--- config.mk ---
export PLATFORM = sky130hd
export DESIGN_NAME = rtr_host
export DESIGN_NICKNAME = d
export VERILOG_FILES = /design/src/hdl/rtr_pkg.sv /design/src/hdl/rtr_host.sv
export SDC_FILE = /design/constraint.sdc
export NUM_CORES = 1
export LEC_CHECK = 0
export ABC_AREA = 1
export CAP_MARGIN = 20
export CELL_PAD_IN_SITES_DETAIL_PLACEMENT = 0
export CELL_PAD_IN_SITES_GLOBAL_PLACEMENT = 1
export CORE_AREA = 2 2 121 123
export DETAILED_ROUTE_END_ITERATION = 10
export DIE_AREA = 0 0 123 125
export DONT_BUFFER_PORTS = 1
export PLACE_DENSITY_LB_ADDON = 0.1
export SETUP_SLACK_MARGIN = 0.4
export SYNTH_ARGS = -nofsm -noshare
export SYNTH_HDL_FRONTEND = slang
export SYNTH_SLANG_ARGS = --single-unit
--- constraint.sdc ---
create_clock -name clock -period 2.2 [get_ports clock]
set_clock_uncertainty 0.15 [all_clocks]
set_input_delay 0.33 -clock clock [delete_from_list [all_inputs] [get_ports clock]]
set_output_delay 0.33 -clock clock [all_outputs]
set_load 0.02 [all_outputs]
--- src/hdl/rtr_pkg.sv ---
// package for the tuning register host controller
// assumes a 25 MHz system clock; device registers are 8 bits with 7-bit addresses
package rtr_pkg;
	localparam int CLK_HZ = 25000000;
	// device tuning register addresses and values
	localparam logic [6:0] DEV_SENS_ADDR = 7'h58;
	localparam logic [6:0] DEV_PA1_ADDR = 7'h5A;
	localparam logic [6:0] DEV_PA2_ADDR = 7'h5C;
	localparam logic [6:0] DEV_FADE_ADDR = 7'h6F;
	localparam logic [6:0] DEV_OFFS_ADDR = 7'h71;
	localparam logic [7:0] SENS_NORMAL = 8'h1B;
	localparam logic [7:0] SENS_HIGH = 8'h2D;
	localparam logic [7:0] PA1_NORMAL = 8'h55;
	localparam logic [7:0] PA1_HIGH = 8'h5D;
	localparam logic [7:0] PA2_NORMAL = 8'h70;
	localparam logic [7:0] PA2_HIGH = 8'h7C;
	localparam logic [7:0] FADE_RESET = 8'h30;
	localparam logic [7:0] FADE_OFF = 8'h00;
	localparam logic [7:0] FADE_NARROW_ON = 8'h20;
	localparam logic [7:0] FADE_NARROW_OFF = 8'h30;
	localparam logic [7:0] OFFS_RESET = 8'h00;
	localparam int OFFS_STEP_HZ = 488;
	// timing, in printed units and in cycles
	localparam int POR_WAIT_MS = 10;
	localparam int POR_WAIT_CYC = POR_WAIT_MS * (CLK_HZ / 1000);
	localparam int RST_PULSE_US = 100;
	localparam int RST_PULSE_CYC = (RST_PULSE_US * (CLK_HZ / 1000000));
	localparam int RST_WAIT_MS = 5;
	localparam int RST_WAIT_CYC = RST_WAIT_MS * (CLK_HZ / 1000);
	localparam int SPI_HALF_CYC = 4;
	// own APB register map
	localparam logic [7:0] REG_CTRL = 8'h00;
	localparam logic [7:0] REG_XFER = 8'h04;
	localparam logic [7:0] REG_STAT = 8'h08;
	// field positions
	localparam int CTRL_CMD_LSB = 0;
	localparam int CTRL_NARROW_BIT = 8;
	localparam int CTRL_SENS_BIT = 9;
	localparam int XFER_DATA_LSB = 8;
	localparam int STAT_BUSY_BIT = 0;
	localparam int STAT_READY_BIT = 1;
	localparam int STAT_ACT_BIT = 2;
	localparam int STAT_REFUSE_BIT = 3;
	localparam int STAT_RDATA_LSB = 8;
	// commands written to the control register
	typedef enum logic [2:0] {
		CMD_NONE, CMD_WRITE, CMD_READ, CMD_TX_HIGH, CMD_RX_RESTORE, CMD_FADE, CMD_RESET,
		CMD_SENS
	} rtr_cmd_e;
	typedef enum {ST_POR_WAIT, ST_IDLE, ST_RST_DRIVE, ST_RST_WAIT, ST_FRAME, ST_GAP} rtr_state_e;
endpackage

--- src/hdl/rtr_host.sv ---
// host controller: APB register slave that sequences tuning-register accesses to the radio
// over a 4-wire serial port and manages its power-on and manual reset timing.
// assumes the radio samples data on the rising serial clock and reset pin floats when released.
// Functional notes
// - first amp tuning register resets to 0x55 and is written 0x5D for high-power transmit.
// - before receive or low-power path use, the first amp tuning register goes back to 0x55.
// - second amp tuning register resets to 0x70 and is written 0x7C for high-power transmit.
// - before receive or low-power path use, the second amp tuning register goes back to 0x70.
// - with narrow index correction on, the fading gain register is set to 0x20.
// - with narrow index correction off, the fading gain register is set to 0x30.
// - no serial access until 10 ms after the end of power-on reset; the code ends this wait early once the clock output moves.
// - the reset pin is left undriven during power-on reset.
// - activity on the radio clock output means the radio is ready.
// - a manual reset drives the reset pin high for 100 us and then releases it.
// - after releasing the reset pin, wait 5 ms before any access; the code ends this wait early once the clock output moves.
`timescale 1ns/1ns
module rtr_host #(
	parameter int POR_CYC = rtr_pkg::POR_WAIT_CYC,
	parameter int RSTW_CYC = rtr_pkg::RST_WAIT_CYC,
	parameter int HALF_CYC = rtr_pkg::SPI_HALF_CYC
) (
	// clock and reset
	input wire logic clock,
	input wire logic rstn,
	// apb slave
	input wire logic psel,
	input wire logic penable,
	input wire logic pwrite,
	input wire logic [7:0] paddr,
	input wire logic [31:0] pwdata,
	output logic [31:0] prdata,
	output logic pready,
	output logic pslverr,
	// serial port to the radio
	output logic spi_sck,
	output logic spi_cs_n,
	output logic spi_mosi,
	input wire logic spi_miso,
	// radio reset pin, three-state
	output logic reset_pin_o,
	output logic reset_pin_oe,
	input wire logic reset_pin_i,
	// radio clock output, used as a readiness sign
	input wire logic clock_output_pin
);
	import rtr_pkg::*;

	localparam int CW = 20;
	localparam logic [CW-1:0] POR_LAST = CW'(POR_CYC - 1);
	localparam logic [CW-1:0] RSTW_LAST = CW'(RSTW_CYC - 1);
	localparam logic [CW-1:0] PULSE_LAST = CW'(RST_PULSE_CYC - 1);
	localparam logic [7:0] HALF_LAST = 8'(HALF_CYC - 1);

	rtr_state_e state_r;
	logic [CW-1:0] wait_r;
	logic [7:0] half_r;
	logic [4:0] edge_r;
	logic [15:0] tx_r;
	logic [7:0] rx_r;
	logic [6:0] addr_r;
	logic [7:0] wdata_r;
	logic narrow_r;
	logic sens_r;
	logic ready_r;
	logic act_r;
	logic refuse_r;
	logic [7:0] rdata_r;
	logic [6:0] fr_addr_r [2];
	logic [7:0] fr_data_r [2];
	logic fr_rd_r;
	logic fr_two_r;
	logic fr_idx_r;
	logic [2:0] miso_s;
	logic [2:0] clko_s;
	logic unused_in;

	logic apb_wr;
	logic cmd_go;
	rtr_cmd_e cmd;
	logic clko_edge;
	logic half_tick;

	// inputs that no logic needs, gathered so they are visibly consumed
	assign unused_in = reset_pin_i | (|pwdata[31:16]) | pwdata[7];
	// apb decode; writes land on the access edge because pready never stalls
	// a command launches only from a control write with a non-zero code
	assign apb_wr = psel & penable & pwrite;
	assign cmd = rtr_cmd_e'(pwdata[CTRL_CMD_LSB +: 3]);
	assign cmd_go = apb_wr && (paddr == REG_CTRL) && (cmd != CMD_NONE);
	assign half_tick = (half_r == HALF_LAST);

	// three-stage synchronisers; edge detection reads only the second and third stages
	always_ff @(posedge clock or negedge rstn) begin
		if (!rstn) begin
			miso_s <= 3'h0;
			clko_s <= 3'h0;
		end else begin
			miso_s <= {miso_s[1:0], spi_miso};
			clko_s <= {clko_s[1:0], clock_output_pin};
		end
	end
	assign clko_edge = clko_s[2] ^ clko_s[1];

	// readiness sign from clock output toggling, cleared when a reset starts
	// an edge in the same cycle wins; a stale edge while driving is cleared again next cycle
	always_ff @(posedge clock or negedge rstn) begin
		if (!rstn) begin
			act_r <= 1'b0;
		end else if (clko_edge) begin
			act_r <= 1'b1;
		end else if (state_r == ST_RST_DRIVE) begin
			act_r <= 1'b0;
		end
	end

	// software settings and transfer fields
	always_ff @(posedge clock or negedge rstn) begin
		if (!rstn) begin
			narrow_r <= 1'b0;
			sens_r <= 1'b0;
			addr_r <= 7'h00;
			wdata_r <= 8'h00;
		end else if (apb_wr && paddr == REG_CTRL) begin
			narrow_r <= pwdata[CTRL_NARROW_BIT];
			sens_r <= pwdata[CTRL_SENS_BIT];
		end else if (apb_wr && paddr == REG_XFER) begin
			addr_r <= pwdata[6:0];
			wdata_r <= pwdata[XFER_DATA_LSB +: 8];
		end
	end

	// refused command flag: set when a command arrives while busy or not ready
	always_ff @(posedge clock or negedge rstn) begin
		if (!rstn) begin
			refuse_r <= 1'b0;
		end else if (cmd_go) begin
			refuse_r <= (state_r != ST_IDLE);
		end
	end

	// frame list built from the command; presets carry the documented values
	always_ff @(posedge clock or negedge rstn) begin
		if (!rstn) begin
			fr_addr_r[0] <= 7'h00;
			fr_addr_r[1] <= 7'h00;
			fr_data_r[0] <= 8'h00;
			fr_data_r[1] <= 8'h00;
			fr_rd_r <= 1'b0;
			fr_two_r <= 1'b0;
		end else if (cmd_go && state_r == ST_IDLE) begin
			fr_rd_r <= (cmd == CMD_READ);
			fr_two_r <= (cmd == CMD_TX_HIGH) || (cmd == CMD_RX_RESTORE);
			fr_addr_r[1] <= DEV_PA2_ADDR;
			fr_data_r[1] <= (cmd == CMD_TX_HIGH) ? PA2_HIGH : PA2_NORMAL;
			case (cmd)
				CMD_TX_HIGH: begin
					fr_addr_r[0] <= DEV_PA1_ADDR;
					fr_data_r[0] <= PA1_HIGH;
				end
				CMD_RX_RESTORE: begin
					fr_addr_r[0] <= DEV_PA1_ADDR;
					fr_data_r[0] <= PA1_NORMAL;
				end
				CMD_FADE: begin
					fr_addr_r[0] <= DEV_FADE_ADDR;
					fr_data_r[0] <= pwdata[CTRL_NARROW_BIT] ? FADE_NARROW_ON : FADE_NARROW_OFF;
				end
				CMD_SENS: begin
					fr_addr_r[0] <= DEV_SENS_ADDR;
					fr_data_r[0] <= pwdata[CTRL_SENS_BIT] ? SENS_HIGH : SENS_NORMAL;
				end
				default: begin
					fr_addr_r[0] <= addr_r;
					fr_data_r[0] <= wdata_r;
				end
			endcase
		end
	end

	// main sequencer: reset timing, then serial frames
	always_ff @(posedge clock or negedge rstn) begin
		if (!rstn) begin
			state_r <= ST_POR_WAIT;
			wait_r <= '0;
			ready_r <= 1'b0;
			fr_idx_r <= 1'b0;
		end else begin
			case (state_r)
				ST_POR_WAIT: begin
					// pin stays floating; wait out the power-on delay or see the clock run
					if (wait_r == POR_LAST || act_r) begin
						state_r <= ST_IDLE;
						ready_r <= 1'b1;
						wait_r <= '0;
					end else begin
						wait_r <= wait_r + 1'b1;
					end
				end
				ST_IDLE: begin
					fr_idx_r <= 1'b0;
					if (cmd_go && cmd == CMD_RESET) begin
						state_r <= ST_RST_DRIVE;
						ready_r <= 1'b0;
						wait_r <= '0;
					end else if (cmd_go) begin
						state_r <= ST_FRAME;
					end
				end
				ST_RST_DRIVE: begin
					if (wait_r == PULSE_LAST) begin
						state_r <= ST_RST_WAIT;
						wait_r <= '0;
					end else begin
						wait_r <= wait_r + 1'b1;
					end
				end
				ST_RST_WAIT: begin
					// the clock output stops under reset, so a fresh edge marks the restart
					if (wait_r == RSTW_LAST || act_r) begin
						state_r <= ST_IDLE;
						ready_r <= 1'b1;
						wait_r <= '0;
					end else begin
						wait_r <= wait_r + 1'b1;
					end
				end
				ST_FRAME: begin
					if (half_tick && edge_r == 5'd31) begin
						state_r <= ST_GAP;
					end
				end
				ST_GAP: begin
					// one half period with select high between frames
					if (half_tick) begin
						if (fr_two_r && !fr_idx_r) begin
							fr_idx_r <= 1'b1;
							state_r <= ST_FRAME;
						end else begin
							state_r <= ST_IDLE;
						end
					end
				end
				default: state_r <= ST_IDLE;
			endcase
		end
	end

	// half-period divider for the serial clock; restarts at every frame and gap
	always_ff @(posedge clock or negedge rstn) begin
		if (!rstn) begin
			half_r <= 8'h00;
		end else if (state_r != ST_FRAME && state_r != ST_GAP) begin
			half_r <= 8'h00;
		end else if (half_tick) begin
			half_r <= 8'h00;
		end else begin
			half_r <= half_r + 8'h01;
		end
	end

	// serial shifter: mode 0, msb first, write flag then address then data
	always_ff @(posedge clock or negedge rstn) begin
		if (!rstn) begin
			edge_r <= 5'd0;
			tx_r <= 16'h0000;
			rx_r <= 8'h00;
			spi_sck <= 1'b0;
			spi_cs_n <= 1'b1;
			spi_mosi <= 1'b0;
		end else if (state_r == ST_FRAME) begin
			spi_cs_n <= 1'b0;
			// the frame list and its index settle on the edge that enters this state,
			// so the shift word is loaded in the first frame cycle, not before it;
			// loading any earlier would send the previous frame's contents again
			if (edge_r == 5'd0 && half_r == 8'h00) begin
				tx_r <= {~fr_rd_r, fr_addr_r[fr_idx_r], fr_data_r[fr_idx_r]};
				spi_mosi <= ~fr_rd_r;
			end else begin
				spi_mosi <= tx_r[15];
			end
			if (half_tick) begin
				edge_r <= edge_r + 5'd1;
				spi_sck <= ~edge_r[0] & (edge_r != 5'd31);
				if (!edge_r[0]) begin
					rx_r <= {rx_r[6:0], miso_s[2]};
				end else begin
					tx_r <= {tx_r[14:0], 1'b0};
				end
			end
		end else begin
			edge_r <= 5'd0;
			spi_sck <= 1'b0;
			spi_cs_n <= 1'b1;
			spi_mosi <= 1'b0;
			tx_r <= {~fr_rd_r, fr_addr_r[fr_idx_r], fr_data_r[fr_idx_r]};
		end
	end

	// read data captured at the end of a read frame
	always_ff @(posedge clock or negedge rstn) begin
		if (!rstn) begin
			rdata_r <= 8'h00;
		end else if (state_r == ST_GAP && fr_rd_r && half_r == 8'h00) begin
			rdata_r <= rx_r;
		end
	end

	// reset pin: driven high only during the manual pulse, floating otherwise
	always_ff @(posedge clock or negedge rstn) begin
		if (!rstn) begin
			reset_pin_o <= 1'b0;
			reset_pin_oe <= 1'b0;
		end else begin
			reset_pin_o <= (state_r == ST_RST_DRIVE);
			reset_pin_oe <= (state_r == ST_RST_DRIVE);
		end
	end

	// apb read mux; zero wait states, error on unmapped offsets
	always_comb begin
		prdata = 32'h0000_0000;
		pslverr = 1'b0;
		if (paddr == REG_CTRL) begin
			prdata[CTRL_NARROW_BIT] = narrow_r;
			prdata[CTRL_SENS_BIT] = sens_r;
		end else if (paddr == REG_XFER) begin
			prdata[6:0] = addr_r;
			prdata[XFER_DATA_LSB +: 8] = wdata_r;
		end else if (paddr == REG_STAT) begin
			prdata[STAT_BUSY_BIT] = (state_r != ST_IDLE);
			prdata[STAT_READY_BIT] = ready_r;
			prdata[STAT_ACT_BIT] = act_r;
			prdata[STAT_REFUSE_BIT] = refuse_r;
			prdata[STAT_RDATA_LSB +: 8] = rdata_r;
		end else begin
			pslverr = psel & penable;
		end
	end
	assign pready = 1'b1;

endmodule

==> flow_summary.ini <==
[outcome]
outcome = finished, violations left
failed_checks = hold timing

[synth]
syn_area_per_cell_um2 = 7.689
synth_top_family_by_area = simple AND/OR/NAND/NOR gates
yosysMostFrequentCell = nand2_1
netlist_instances = 847
synth_compound_area_share_pct = 10.70
synth_mux_area_share_pct = 1.902
yosys.area_share.xor_xnor_pct = 2.421
syn_area_um2 = 6512
synth_area_leaders = dfrtp_1 45%, nand2_1 14%, nor2_1 5.5%, inv_1 5.4%, o21ai_0 5.4%
synth_fa_ha_area_share_pct = 1.153
synth_edf_count = 0
ys_types = 39
synth-seq-area-share_pct = 45.36
synth_flop_cell = dfrtp_1
ys_ff_latch = 118
yosysTopAreaCellShare_pct = 44.96
synth_warnings = 0
synth-simple-area-share_pct = 27.97
async_flop_share_pct = 100.0
yosys.area.top_type = dfrtp_1
synth_common_cells = 240 x nand2_1, 117 x dfrtp_1, 96 x nor2_1

[timing]
fin_crit_ps = 1841
slew_headroom_pct = 53.87
drv_slew = 0
worst_pin_slew_ps = 690.3
setup_tns_ps = 0
max_freq_mhz = 543.3
rsz0062_at_grt = yes
timing.final.crit_share_pct = 83.67
holdWs_ps = -535.1
hold_viol = 118
setup_violations = 0

[clock_tree]
cts_root_buf = clkbuf_16
cts.sinks = 118
cts_tree = yes
ctsHtreeMaxLevel = 4
path_clk_slew_ps = 60
clockBufferDepth = 2
hold_buffers = 17
numCtsBuffers = 17
clkLatencyLatePin_ps = 410

[floorplanning]
die-height_um = 125
core_area_um2 = 14200
fp-row-count = 44
dieArea_um2 = 15380
die_width_um = 123
start_util_pct = 45.85
io_pins = 87

[detailed_routing]
wire_per_inst_um = 14.84
viasPerCell = 5.117
dr.pass1.iters = 5
wirelength_mm = 16.29
ant_nets = 0
drcViolationCount = 0
drt_iter0_drc = 322
vias = 5619

[critical_path]
start_kind = register
critical_path_required_ps = 1720
crit_path_end_kind = output pin
crit_fanout = 4
regToRegSetupSlack_ps = 390
cp.arrival_ps = 1360
critical_path_class = reg -> out

[global_route]
first_global_vias = 5294
grt_use_total_pct = 21.91
grt_start_max_net_pins = 119
grt_pass1_wl_mm = 26.61
antenna_found_initial = 0
grt-ovfl-total = 0

[layout]
drive_gt1_share_pct = 20.68
antennaDiodeCount = 0
nFillCells = 1342
multi_input_area_um2 = 3164
area_delta_synth_final_pct = 23.09
ff_latch_area_um2 = 2970
nNetsFinal = 955

[pwr]
max-vdd-ir-drop_mv = 0.5067
total_power_mw = 5.165
power_density_nw_per_um2 = 644.2
static-leakage-power_nw = 3.720

[placement]
portBuffers = 0
finalWeightedCongestion = 0.8949
place_hpwl_mm = 10.88

[min_path]
hold_path_class = in -> async

[flow_run]
cap_violations = 0
-- worst paths after layout --
check                                             from                         to  cells after the start
max in group asynchronous                         rstn         spi_cs_n$_DFF_PN1_                      0
worst max-delay path            state_r[0]$_DFFE_PN0P_                  prdata[0]                      6
worst min register to register     miso_s[0]$_DFF_PN0_        miso_s[1]$_DFF_PN0_                      0
min in group clock                           pwdata[8]  fr_data_r[12]$_DFFE_PN0P_                      3
worst min-delay path                              rstn        half_r[6]$_DFF_PN0_                      0
worst max register to register  state_r[1]$_DFFE_PN0P_          tx_r[0]$_DFF_PN0_                      8
-- cell families (layout without fill, tap and decap cells) --
| family | after synthesis | in the layout |
|---|---|---|
| AOI/OAI and AO/OA | 112 | 112 |
| and+or+nand+nor | 435 | 435 |
| adders and majority gates | 6 | 6 |
| other | 2 | 18 |
| buffers and inverters | 145 | 196 |
| DFF | 118 | 118 |
| muxes | 11 | 11 |
| xor gates and xnor gates | 18 | 18 |
-- state kept, by name (all words and copies together) (netlist names), 3 cells and up --
signal and cells:
rdata_r 8, fr_addr_r 7, half_r 8, clko_s 3, rx_r 8, state_r 3
wait_r 20, fr_data_r 10, addr_r 7, miso_s 3, tx_r 16, wdata_r 8
edge_r 5
-- metrics by stage --
step                      setup slack [ps]  cells  util [%]  cell area, µm²
after floorplan                      339.3    863         -            6583
after CTS                            325.9   1085     54.00            7670
final                                359.3   1098     56.44            8016
after global placement               219.9   1027     47.57            6756
after global routing                 279.5   1098     56.44            8016
after detailed placement             158.0   1027     47.57            6756
-- placed cells by master (no fill, tap or decap), types with 17 or more instances in the layout --
| cell type | count |
|---|---|
| dlygate4sd3_1 | 17 |
| nand3_1 | 61 |
| nand2_1 | 228 |
| dfrtp_1 | 104 |
| inv_1 | 80 |
| buf_4 | 37 |
| conb_1 | 18 |
| clkbuf_16 | 19 |
| o21ai_0 | 62 |
| nor2_1 | 85 |
-- layer usage --
layer	up-vias	track usage (%)	routed length [µm]
met5	-	0	0
met4	0	5.882	162
met3	16	4.653	709
met2	128	32.14	7393
met1	2690	32.88	8028
li1	2785	-	-
-- report_power, final --
part	total [mW]	switching [mW]	leakage, nW	internal [mW]
sequential	2.20	0.00811	1.44	2.19
clock	2.86	1.02	0.288	1.84
combinational	0.112	0.0725	2.00	0.0395
-- critical path: stages (launching register included) --
cell	delay, ps
dfrtp_1	390
inv_2	100
nor2_4	50
inv_2	70
nor2_4	50
o22ai_2	150
buf_6	140
-- cell type report --
class	instances	area share, %
clock buffers	20	5.697
clock inverters	12	1.904
inverters	99	4.870
multi-input cells	600	39.47
flip-flops and latches	118	37.05
well taps	184	2.872
repair buffers	65	8.132
-- repair_timing --
item / in CTS / in global routing
hold endpoints to repair: 136 / 118
setup endpoints to repair: 61 / 87
buffers inserted: 9 / 11
pin swaps: 6 / 14
gates cloned: 0 / 2
resized for setup: 20 / 77
No activity file was read; power rests on OpenSTA's default activity.
